`config.mk`:
```
export PLATFORM = sky130hd
export DESIGN_NAME = srsb_ctrl
export DESIGN_NICKNAME = d
export VERILOG_FILES = /design/src/verilog/srsb_pkg.sv /design/src/verilog/srsb_ctrl.sv
export SDC_FILE = /design/constraint.sdc
export NUM_CORES = 1
export LEC_CHECK = 0
export BUFFER_PORTS_ARGS = -buffer_cell sky130_fd_sc_hd__buf_4
export CAP_MARGIN = 25
export CORE_ASPECT_RATIO = 0.6
export CORE_MARGIN = 2
export CORE_UTILIZATION = 45
export CTS_BUF_LIST = sky130_fd_sc_hd__clkbuf_8 sky130_fd_sc_hd__clkbuf_16
export DETAILED_ROUTE_END_ITERATION = 8
export PLACE_DENSITY = 0.77
export REMOVE_ABC_BUFFERS = 1
export SLEW_MARGIN = 20
export SYNTH_ARGS = -nofsm -noshare
export SYNTH_HDL_FRONTEND = slang
export SYNTH_SLANG_ARGS = --single-unit
export TNS_END_PERCENT = 50
```
`constraint.sdc`:
```
create_clock -name clk_sys -period 2.2 [get_ports clk_sys]
set_clock_uncertainty 0.2 [all_clocks]
set_input_delay 0.11 -clock clk_sys [delete_from_list [all_inputs] [get_ports clk_sys]]
set_output_delay 0.11 -clock clk_sys [all_outputs]
set_load 0.1 [all_outputs]
```
`src/verilog/srsb_pkg.sv`:
```
/*
 refresh side-band package: constants and carrier types.
 assumes one controller clock, synchronous active-high reset.
*/
`default_nettype none
package srsb_pkg;
	localparam int SRSB_NUM_RANKS     = 4;
	localparam int SRSB_ROW_BITS      = 13;
	localparam int SRSB_BANK_BITS     = 2;
	localparam int SRSB_COL_BITS      = 10;
	localparam int SRSB_RATE_DROP     = 1;
	localparam int SRSB_ADDR_W        = SRSB_ROW_BITS + SRSB_BANK_BITS + SRSB_COL_BITS
		- SRSB_RATE_DROP;
	localparam int SRSB_MAX_BURST     = 9;
	localparam int SRSB_REFRESH_CYC   = 4;
	localparam int SRSB_SELF_CYC      = 4;
	localparam int SRSB_SYNC_STAGES   = 2;
	localparam logic [3:0] SRSB_CNT_RST = 4'h0;

	typedef struct packed {
		logic [SRSB_ROW_BITS-1:0]  row;
		logic [SRSB_BANK_BITS-1:0] bank;
		logic [SRSB_COL_BITS-1:0]  col;
	} srsb_mem_addr_t;

	typedef struct packed {
		logic                      req;
		logic [SRSB_NUM_RANKS-1:0] chip;
	} srsb_refresh_req_t;

	typedef enum logic [2:0] {
		SRSB_IDLE,
		SRSB_REFRESH,
		SRSB_SELF_ENTER,
		SRSB_SELF_HOLD,
		SRSB_SELF_EXIT
	} srsb_state_t;
endpackage : srsb_pkg
`default_nettype wire

```
`src/verilog/srsb_ctrl.sv`:
```
/*
 refresh and side-band control: user refresh handshake, self-refresh,
 reset generation, half-rate aux clock, address split, queue hold-off.
 assumes user logic on clk_sys, refresh chip-select driven with request.
*/
// Contract
// self-refresh acknowledge rises once any rank has entered self-refresh.
// refresh request takes precedence over queued reads and writes.
// user drives refresh chip select together with the request.
// held request keeps producing further refresh operations.
// user drops request after desired count of acknowledges.
// user requests at most nine back-to-back refreshes per burst.
// user never targets one rank with self and user refresh together.
// refresh request, chip select, acknowledge all on controller clock.
// configuration port is a removable 32-bit slave, fixed address width.
// configuration port clock equals controller clock.
// command channel one beat; data channels many beats, read carries error.
// global reset asynchronous; internal resets from resynchronised copies.
// user-side signals synchronous to system clock.
// user reset output asserts asynchronously, releases synchronously.
// full-rate aux clock runs at memory interface frequency. This block has no full-rate aux clock output.
// half-rate aux clock runs at half memory interface frequency.
// reset request stays low while pll unlocked; act on falling edge.
// soft reset edge resets physical layer, pll keeps running.
// user holds burst address stable only during first transfer.
// address split uses bank interleaving by default, option may change.
// full-rate single-rank address width is row+bank+column minus one.
// self-refresh ack follows entry, clears after exit when request drops.
// each refresh chip-select bit selects one rank, active high.
// acknowledge pulses one cycle per refresh issued.
`timescale 1ns/1ns
`default_nettype none
module srsb_ctrl
	import srsb_pkg::*;
#(
	parameter int NUM_RANKS   = SRSB_NUM_RANKS,
	parameter bit ROW_FIRST   = 1'b0
)(
	// clock, reset, enable
	input  wire logic                    clk_sys,
	input  wire logic                    rst,
	input  wire logic                    clk_en,
	input  wire logic                    global_reset_n,
	input  wire logic                    soft_reset_n,
	input  wire logic                    pll_locked,
	// user refresh
	input  wire srsb_refresh_req_t       user_refresh,
	output logic                         refresh_ack,
	output logic [NUM_RANKS-1:0]         refresh_ranks,
	// self refresh
	input  wire logic                    self_req,
	input  wire logic [NUM_RANKS-1:0]    self_chip,
	output logic                         self_ack,
	// queue and address
	output logic                         queue_hold,
	input  wire logic [SRSB_ADDR_W-1:0]  local_addr,
	output srsb_mem_addr_t               mem_addr,
	// resets and half-rate aux clock
	output logic                         user_reset_n,
	output logic                         phy_reset_n,
	output logic                         reset_request_n,
	output logic                         aux_half_rate_clk
);
	srsb_state_t                 state_q, state_d;
	logic [3:0]                  cnt_q, cnt_d;
	logic                        ack_q, ack_d;
	logic                        sack_q, sack_d;
	logic [NUM_RANKS-1:0]        ranks_q, ranks_d;
	logic [SRSB_SYNC_STAGES-1:0] grst_q;
	logic [SRSB_SYNC_STAGES-1:0] urst_q;
	logic                        soft_q, soft_d;
	logic                        phy_q, phy_d;
	logic                        half_q;
	srsb_mem_addr_t              addr_d;

	// refresh sequencer
	always_comb
	begin
		state_d = state_q;
		cnt_d   = cnt_q;
		ack_d   = 1'b0;
		sack_d  = sack_q;
		ranks_d = ranks_q;
		unique case (state_q)
			SRSB_IDLE:
			begin
				// retake after ack seen
				// refresh first
				if (!ack_q && user_refresh.req && |user_refresh.chip)
				begin
					state_d = SRSB_REFRESH;
					ranks_d = user_refresh.chip;
					cnt_d   = 4'(SRSB_REFRESH_CYC - 1);
				end
				else if (!ack_q && self_req && |self_chip)
				begin
					state_d = SRSB_SELF_ENTER;
					ranks_d = self_chip;
					cnt_d   = 4'(SRSB_SELF_CYC - 1);
				end
			end
			SRSB_REFRESH:
			begin
				if (cnt_q == SRSB_CNT_RST)
				begin
					// one pulse per refresh
					ack_d = 1'b1;
					// held request repeats
					state_d = SRSB_IDLE;
				end
				else
					cnt_d = cnt_q - 4'h1;
			end
			SRSB_SELF_ENTER:
			begin
				if (cnt_q == SRSB_CNT_RST)
				begin
					// first rank entered
					sack_d  = 1'b1;
					state_d = SRSB_SELF_HOLD;
				end
				else
					cnt_d = cnt_q - 4'h1;
			end
			SRSB_SELF_HOLD:
			begin
				if (!self_req)
				begin
					state_d = SRSB_SELF_EXIT;
					cnt_d   = 4'(SRSB_SELF_CYC - 1);
				end
			end
			SRSB_SELF_EXIT:
			begin
				if (cnt_q == SRSB_CNT_RST)
				begin
					// ack clears after exit
					sack_d  = 1'b0;
					ranks_d = '0;
					state_d = SRSB_IDLE;
				end
				else
					cnt_d = cnt_q - 4'h1;
			end
			default:
				state_d = SRSB_IDLE;
		endcase
	end

	// single clock domain
	always_ff @(posedge clk_sys)
	begin
		if (rst || !urst_q[SRSB_SYNC_STAGES-1])
		begin
			state_q <= SRSB_IDLE;
			cnt_q   <= SRSB_CNT_RST;
			ack_q   <= 1'b0;
			sack_q  <= 1'b0;
			ranks_q <= '0;
		end
		else if (clk_en)
		begin
			state_q <= state_d;
			cnt_q   <= cnt_d;
			ack_q   <= ack_d;
			sack_q  <= sack_d;
			ranks_q <= ranks_d;
		end
	end

	assign refresh_ack   = ack_q;
	assign self_ack      = sack_q;
	assign refresh_ranks = ranks_q;
	// stall queue while refresh pending
	assign queue_hold = user_refresh.req || state_q != SRSB_IDLE;

	// reset synchronisers
	always_ff @(posedge clk_sys or negedge global_reset_n)
	begin
		if (!global_reset_n)
			grst_q <= '0;
		else if (clk_en)
			grst_q <= {grst_q[SRSB_SYNC_STAGES-2:0], 1'b1};
	end

	always_ff @(posedge clk_sys or negedge global_reset_n)
	begin
		if (!global_reset_n)
			urst_q <= '0;
		else if (clk_en)
			urst_q <= {urst_q[SRSB_SYNC_STAGES-2:0], pll_locked && grst_q[SRSB_SYNC_STAGES-1]};
	end
	assign user_reset_n = urst_q[SRSB_SYNC_STAGES-1];

	// soft reset edge
	always_comb
	begin
		soft_d = soft_reset_n;
		phy_d  = grst_q[SRSB_SYNC_STAGES-1] && !(soft_q && !soft_reset_n);
	end

	always_ff @(posedge clk_sys)
	begin
		if (rst)
		begin
			soft_q <= 1'b1;
			phy_q  <= 1'b0;
		end
		else if (clk_en)
		begin
			soft_q <= soft_d;
			phy_q  <= phy_d;
		end
	end
	// phy held while global low
	assign phy_reset_n = phy_q && grst_q[SRSB_SYNC_STAGES-1];

	// low while unlocked
	assign reset_request_n = pll_locked;

	// half-rate aux clock divider
	always_ff @(posedge clk_sys)
	begin
		if (rst)
			half_q <= 1'b0;
		else if (clk_en)
			half_q <= !half_q;
	end
	assign aux_half_rate_clk = half_q;

	// ports outside block
	// address split
	always_comb
	begin
		addr_d = {local_addr, SRSB_RATE_DROP'(0)};
		if (ROW_FIRST)
		begin
			addr_d.bank = local_addr[SRSB_ADDR_W-1 -: SRSB_BANK_BITS];
			addr_d.row  = local_addr[SRSB_ADDR_W-SRSB_BANK_BITS-1 -: SRSB_ROW_BITS];
		end
	end

	always_ff @(posedge clk_sys)
	begin
		if (rst)
			mem_addr <= '0;
		else if (clk_en)
			mem_addr <= addr_d;
	end
endmodule : srsb_ctrl
`default_nettype wire

```
Word-level counts from Yosys, hierarchy flattened
Index checks and enable logic that the tools add are counted.

Multiplexer cells: 20. Reduce and logical (&&, ||, !) cells: 29. $add $sub $neg: 1. Equal/unequal tests: 10.

Operators with widths (number): $mux W4 (7); $mux W3 (5); $pmux W3 S4 (1); $pmux W4 S3 (1); $reduce_and A5 Y1 (2); $logic_and A1 B1 Y1 (8); $ne A2 B2 Y1 const B (4); $pmux W4 S2 (1); $reduce_and A4 Y1 (2); $reduce_or A4 Y1 (2); $eq A3 B2 Y1 const B (2); $reduce_bool A3 Y1 (2); $logic_not A1 Y1 (5); $logic_not A4 Y1 (1); $mux W1 (4); $reduce_bool A2 Y1 (2); $sub A4 B1 Y4 const B (1); $eq A3 B1 Y1 const B (1); $eq A3 B3 Y1 const B (1); $logic_not A3 Y1 (1); $ne A3 B3 Y1 const B (1); $reduce_or A3 Y1 (1); $logic_or A1 B1 Y1 (2); $ne A2 B1 Y1 const B (1); 2 further kinds (2).

Bits in registers: 44. Logic and storage cells: 73.

Depth between registers and ports, before layout
Gate-level depths: netlist (run 1).

Depth in word-level cells: 6. Gate-level depth with buffers: 6. Depth with buffers taken out: 6.

Worst setup path after synthesis (run 1)
Ideal clock, no wire load.

Kind: register -> register. From: reg ack_q (netlist: refresh_ack). To: reg cnt_q[0]. Data arrival time: 2075 ps. Setup time: 116 ps. Slack: -192 ps. Buffers on the path: 1. Cell stages (with the launch flop): 6. Cell sequence: dfxtp_1 > nand2b_4 > buf_6 > o221a_4 > or4_4 > o211a_1.

Longest elaborated chain between the ends: 5.

RTL lines: from (decl) (line srsb_ctrl.sv:66) `logic ack_q, ack_d;`; from (signal assigned) (line srsb_ctrl.sv:165) `ack_q <= ack_d;`; $logic_not A1 Y1 (*) (line srsb_ctrl.sv:89, srsb_ctrl.sv:95); $logic_and A1 B1 Y1 (on tied branches) (2 in a row) (line srsb_ctrl.sv:89, srsb_ctrl.sv:95); $ne A3 B3 Y1 (no source line) / $mux W4 (equally long branches); $reduce_and A5 Y1 (no source line) / $pmux W4 S3 (equally long branches); to (signal assigned) (line srsb_ctrl.sv:164) `cnt_q <= cnt_d;`; to (decl) (line srsb_ctrl.sv:65) `logic [3:0] cnt_q, cnt_d;`.

Every way passes the cells marked *; elsewhere a longest branch is shown, timed or not. A chain may end at the register's enable or synchronous reset.

Worst setup path in the final report (run 1)
From: in self_chip[2]. To: reg state_q[0].

Longest elaborated chain between the ends: 4.

RTL lines: from (decl) (line srsb_ctrl.sv:52) `input wire logic [NUM_RANKS-1:0] self_chip,`; $reduce_or A4 Y1 (line srsb_ctrl.sv:95) `else if (!ack_q && self_req && |self_chip)`; $logic_and A1 B1 Y1 (line srsb_ctrl.sv:95); $ne A3 B3 Y1 (no source line); $reduce_and A5 Y1 (no source line); to (signal assigned) (line srsb_ctrl.sv:163) `state_q <= state_d;`; to (decl) (line srsb_ctrl.sv:64) `srsb_state_t state_q, state_d;`.

Every way passes these cells.

==> flow_summary.toml, run 1 <==
[clocking]
numCtsBuffers = 5
htree_levels = 2
postCtsSetupRepairBufs = 0
cts_tree = "built"
worstSkewPairLatency_ns = 0.30
cts.sinks = 44
path_clk_slew_ns = 0.09
cts_root_buf = "clkbuf_8"
clockBufferDepth = 2

[hold_path]
min_path_type = "in -> reg"
whs_path_depth = 4

[timing]
finalCriticalPeriod_ns = 2.14
finalSetupTns_ns = 0
setup_viol = 0
max_freq_mhz = 467
drv_slew = 0
slew_headroom = 0.622
worst_pin_slew_ns = 0.562
fin_crit_sh = 0.974
finalHoldViolations = 0
rsz0062_at_grt = "yes"

[floorplanning]
io_pins = 76
die_y_um = 56.1
row_count = 18
core_area_um2 = 4210
initial_utilization = 0.482
dieArea_um2 = 5090
die_w_um = 90.8

[synth]
netlist_instances = 213
yosys.area.top_type = "dfxtp_1"
synth_edf_count = 0
synthFlopType = "dfxtp_1"
postSynth.asyncResetShare = 0.0909
yosysWarnings = 0
avgSynthCellArea_um2 = 9.54
syn_area_um2 = 2030
yosysSeqAreaShare = 0.443
synth_cell_type_count = 50
synth_seq_cells = 44
synth_top_cells_by_area = "dfxtp_1 (39%), mux2i_1 (15%), nor2_1 (5.7%), dfrtp_1 (4.9%), nand2_1 (2.6%)"
synth_top_area_frac = 0.394

[power]
p_total_uw = 2380
power_per_cell_area_nw_per_um2 = 708
p_leak_uw = 0.00157
peakVddDrop_uv = 414

[setup_path]
reg2reg_depth = 6
critical_path_class = "in -> reg"
cp_max_fo = 4
crit_arrival_ns = 2.18
start_kind = "primary input"
required_ns = 2.24
end_kind = "flop"

[drt]
dr_wl_met2_um = 3500
met3_length_um = 390
drc_errors = 0
wire_per_inst_um = 16.9
drt-met1-wl_um = 2710
top_layer_used = "met4"
wl_um = 6800
ant_nets = 0
vias = 2164
first_pass_iters = 4
vias_per_cell = 5.40
drtIter0Drc = 161

[grt]
overflow = 0
grt_max_degree = 30
grt_pass1_vias = 2241
grt_usage = 0.269
antenna_found_initial = 0
grt_first_pass_wirelength_um = 10700

[cells_and_area]
multi_input_area_um2 = 1040
syn2layout_area_growth_pct = 65.1
utilization = 0.796
antenna_cells = 0
drive_gt1_frac = 0.290
finalNetCount = 381
final_area_um2 = 3350
filler_cell_count = 234
regArea_um2 = 902

[place]
dp_hpwl_um = 3480
io_buffers = 74
dpl_cell_area_um2 = 2610
place.gp.congestion = 0.913

[outcome]
status = "finished, final reports clean"

[job]
cap_violations = 0
[final timing paths]
path | start | to | slack [ns]
min in group asynchronous | global_reset_n | urst_q[0]$_DFFE_PN0P_ | 0.52
max in group asynchronous | global_reset_n | grst_q[0]$_DFFE_PN0P_ | 1.12
max | self_chip[2] | state_q[0]$_SDFFE_PP0P_ | 0.06
max reg2reg | cnt_q[0]$_SDFFE_PP0P_ | cnt_q[0]$_SDFFE_PP0P_ | 0.12
min reg2reg | refresh_ranks[1]$_SDFFE_PP0P_ | refresh_ranks[1]$_SDFFE_PP0P_ | 0.27
min | user_refresh[0] | state_q[1]$_SDFFE_PP0P_ | 0.06
[critical path, cell delays in order]
cell and delay [ns]:
dlygate4sd3_1 0.54, buf_4 0.14, nor4_1 0.52, o221ai_1 0.35
o211ai_1 0.27, mux2i_1 0.24
[kinds of logic (layout without fill, tap and decap cells)]
kind of cell / count (synthesis) / count (layout) / share of synthesized area
AOI/OAI and AO/OA: 41 / 41 / 0.155
xor gates and xnor gates: 2 / 2 / 0.00862
adders and majority gates: 1 / 1 / 0.00616
buffers and inverters: 22 / 150 / 0.0505
DFF: 44 / 44 / 0.443
muxes: 32 / 32 / 0.159
other: 1 / 1 / 0.00185
and+or+nand+nor: 70 / 70 / 0.175
[area by class of cell]
cell class / instances / share of cell area
clock buffer: 6 / 0.0280
clock inverter: 2 / 0.0179
inverter: 8 / 0.00895
multi-input combinational: 147 / 0.311
sequential: 44 / 0.269
tap: 60 / 0.0224
timing repair buffer: 134 / 0.342
[placed cells by master (no fill, tap or decap), types with 2 or more instances in the layout]
master | netlist | layout
nor2_1 | 31 | 31
nand3_1 | 2 | 2
buf_4 | 2 | 77
nor3_1 | 4 | 3
dlygate4sd3_1 | 0 | 57
mux2i_1 | 30 | 30
a21oi_1 | 3 | 3
o21ai_0 | 8 | 7
mux2_2 | 2 | 2
o22ai_1 | 2 | 2
a21o_1 | 5 | 5
nand2_1 | 14 | 14
o2111a_1 | 2 | 2
dfxtp_1 | 40 | 39
nor2b_1 | 2 | 2
dfrtp_1 | 4 | 4
nand2b_1 | 4 | 4
o31ai_1 | 2 | 2
nor4_1 | 2 | 2
inv_1 | 8 | 8
o211ai_1 | 5 | 5
bufinv_16 | 0 | 2
clkbuf_8 | 0 | 5
o21ai_1 | 1 | 2
a31oi_1 | 2 | 2
o21a_1 | 2 | 2
[where the power goes]
part / total (uW) / switching (uW) / internal, uW / leakage [uW]
logic: 687 / 448 / 239 / 0.00112
registers: 870 / 31.0 / 839 / 0.000371
clock network: 819 / 297 / 522 / 0.0000765
[metrics by stage]
stage,hold slack [ns],instances,setup slack [ns]
2_1_floorplan,-0.386,199,-0.124
3_3_place_gp,-0.293,336,0.183
3_5_place_dp,-0.292,336,0.0803
4_1_cts,0.0177,401,0.0253
5_1_grt,0.0841,401,0.00947
6_report,0.0573,401,0.0573
[synth_stat cells, drive strengths merged, types with 2 or more instances]
master / number
a21o: 5
a21oi: 3
a31oi: 2
buf: 7
clkbuf: 7
dfrtp: 4
dfxtp: 40
inv: 8
mux2: 2
mux2i: 30
nand2: 14
nand2b: 6
nand3: 2
nor2: 31
nor2b: 2
nor3: 4
nor4: 3
o2111a: 2
o211ai: 5
o21a: 2
o21ai: 9
o22ai: 2
o31ai: 2
[per-layer routing]
metal / GRT usage / up-vias
li1: - / 1001
met1: 0.292 / 1046
met2: 0.506 / 92
met3: 0.0610 / 25
met4: 0.116 / 0
met5: 0 / -
[repair_timing]
action,CTS,global route
resized for setup,0,5
hold buffers,57,0
hold endpoints to repair,34,0
setup endpoints to repair,0,9
[flip-flops by register name (all words and copies together), names as in the netlist]
| name | cells |
|---|---|
| soft_q | 1 |
| aux_half_rate_clk | 1 |
| mem_addr | 24 |
| urst_q | 2 |
| phy_q | 1 |
| cnt_q | 4 |
| refresh_ranks | 4 |
| state_q | 3 |
| refresh_ack | 1 |
| grst_q | 2 |
| self_ack | 1 |
Power figures use the tool's default switching activity.
==> run 2: changes to the inputs <==
ABC_AREA = 1   (was unset)
CORE_UTILIZATION = 48   (was 45)
PLACE_DENSITY = 0.82   (was 0.77)
==> flow_summary.toml, run 2 <==
[outcome]
status = "finished, final reports clean"

[power]
power_per_cell_area_nw_per_um2 = 733
peakVddDrop_uv = 445
p_leak_uw = 0.00147

[drt]
drc_errors = 0
ant_nets = 0
wire_per_inst_um = 12.3
first_pass_iters = 5
wl_um = 5320
drtIter0Drc = 190
vias = 2130
vias_per_cell = 4.94

[cells_and_area]
largest_reg_flops = 24
utilization = 0.745
finalNetCount = 422
drive_gt1_frac = 0.281
syn2layout_area_growth_pct = 51.6
fin_cells = 431
multi_input_area_um2 = 952
regArea_um2 = 901
antenna_cells = 0
filler_cell_count = 283
final_cell_mix = "nor2_1 (76), buf_4 (76), nand2_1 (48)"
top_register = "mem_addr"

[clocking]
numCtsBuffers = 5
htree_levels = 2
clockBufferDepth = 2
cts_tree = "built"
cts_resized = 0
cts_root_buf = "clkbuf_8"
postCtsSetupRepairBufs = 0
path_clk_slew_ns = 0.08
worstSkewPairLatency_ns = 0.29
cts.sinks = 44

[synth]
netlist_instances = 277
synth.most_common_cell = "nor2_1"
synth_top_area_frac = 0.404
syn_area_um2 = 1980
synthFlopType = "dfxtp_1"
yosysWarnings = 0
ys_top_cells_by_count = "nor2_1 (76), nand2_1 (48), dfxtp_1 (40), o21ai_0 (28), inv_1 (17)"
synth_top_cells_by_area = "dfxtp_1 (40%), nor2_1 (14%), nand2_1 (9.1%), o21ai_0 (7.1%), dfrtp_1 (5.1%)"
synth_edf_count = 0
yosys.area.top_type = "dfxtp_1"
synth_cell_type_count = 29
avgSynthCellArea_um2 = 7.15
yosysSeqAreaShare = 0.455
postSynth.asyncResetShare = 0.0909
synth_seq_cells = 44

[grt]
grt_pass1_vias = 1913
grt_first_pass_wirelength_um = 8280
grt_max_degree = 31
antenna_found_initial = 0
overflow = 0
grt_usage = 0.232

[setup_path]
cp_slowest_cell = "dfxtp_1"
rr_startpoint = "cnt_q[0]$_SDFFE_PP0P_"
cpPeakStageDelay_ns = 0.33
reg2reg_slack_ns = 0.41
reg2reg_depth = 12
required_ns = 2.23
crit_arrival_ns = 1.82
start_kind = "flop"
end_kind = "flop"
cp_max_fo = 6
critical_path_class = "reg -> reg"
crit_chain = "inv_1 -> ha_1 -> inv_1 -> nor2_1 -> nand2_1 -> inv_2 -> nor2_1 -> nor2_2 -> nand3_2 -> nand2_1 -> nand2_1 -> nor2_1"
regToRegEndpoint = "state_q[2]$_SDFFE_PP0P_"

[floorplanning]
die_y_um = 53.8
die_w_um = 86.9
initial_utilization = 0.491
dieArea_um2 = 4670
core_area_um2 = 4030
io_pins = 76
row_count = 18

[place]
dp_slack_ns = 0.462
dp_hpwl_um = 3510
place.gp.congestion = 0.859
dpl.cell_count = 393
io_buffers = 74

[hold_path]
whs_path_depth = 5
min_path_type = "in -> reg"
whs_endpoint = "refresh_ranks[2]$_SDFFE_PP0P_"
min-delay-start = "self_chip[2]"

[timing]
setup_viol = 0
finalSetupTns_ns = 0
drv_slew = 0
finalCriticalPeriod_ns = 1.79
worst_pin_slew_ns = 0.626
setup_ws_ns = 0.409
fin_crit_sh = 0.814
max_freq_mhz = 558
rsz0062_at_grt = "no"
slew_headroom = 0.582
finalHoldViolations = 0

[job]
cap_violations = 0
## run 2: cell types whose count changed after synthesis, moves of 6 or more
cell	change
inv_1	+9
nand2_1	+34
nand3_1	+8
a21oi_1	+8
mux2i_1	-30
nor2_1	+45
o21ai_0	+20
nand3_2	+6
## run 2: metrics by stage
| stage | hold slack, ns | cell area (um2) | power, uW |
|---|---|---|---|
| final | 0.0252 | 3000 | 2200 |
| after floorplan | -0.386 | 1940 | 1320 |
| after detailed placement | -0.292 | 2570 | 1500 |
| after global placement | -0.292 | 2570 | 1490 |
| after global routing | 0.0389 | 3000 | 2290 |
| after CTS | 0.0245 | 3000 | 2200 |
## run 2: cell type report
cell class,count,area share
flip-flops and latches,44,0.300
clock inverters,1,0.0100
repair buffers,107,0.293
multi-input cells,201,0.317
inverters,22,0.0275
well taps,50,0.0208
clock buffers,6,0.0313
## run 2: how the worst max path moves through the flow
| stage | startpoint | cells after the start | end | slack [ns] |
|---|---|---|---|---|
| floorplan | refresh_ack$_SDFFE_PP0P_ | 9 | cnt_q[3]$_SDFFE_PP0P_ | 0.17 |
| global placement | cnt_q[0]$_SDFFE_PP0P_ | 11 | refresh_ranks[3]$_SDFFE_PP0P_ | 0.55 |
| detailed placement | cnt_q[0]$_SDFFE_PP0P_ | 12 | state_q[2]$_SDFFE_PP0P_ | 0.46 |
| CTS | cnt_q[0]$_SDFFE_PP0P_ | 12 | state_q[2]$_SDFFE_PP0P_ | 0.44 |
| global route | cnt_q[0]$_SDFFE_PP0P_ | 12 | state_q[1]$_SDFFE_PP0P_ | 0.28 |
| finish | cnt_q[0]$_SDFFE_PP0P_ | 12 | state_q[2]$_SDFFE_PP0P_ | 0.41 |
## run 2: logic make-up after synthesis
family                     after synthesis  synth area share
AOI/OAI and AO/OA                       44             0.123
xor gates and xnor gates                 1           0.00442
adders and majority gates                1           0.00632
buffers and inverters                   32            0.0644
DFF                                     44             0.455
other                                    1           0.00189
and+or+nand+nor                        154             0.346
## run 2: worst max-delay path, delay by kind of cell, from the launching register on
family | cells | cell delay, ns
and+or+nand+nor | 8 | 0.80
DFF | 1 | 0.33
buffers and inverters | 3 | 0.24
adders and majority gates | 1 | 0.17
## run 2: per-layer routing
layer  up-vias  routed length, um  track usage
met2        90               2450        0.387
met5         -                  0            0
met3         6                433       0.0782
met1       956               2390        0.290
li1       1078                  -            -
met4         0                 48       0.0677
## run 2: report_power, final
part / switching (uW) / total, uW / internal, uW
Clock: 266 / 667 / 401
Combinational: 470 / 663 / 193
Sequential: 28.3 / 872 / 844
## run 2: what timing repair did
action                                 in CTS  in global routing
hold buffers                               31                  0
setup endpoints to repair                   0                  0
endpoints found under the hold margin      43                  0
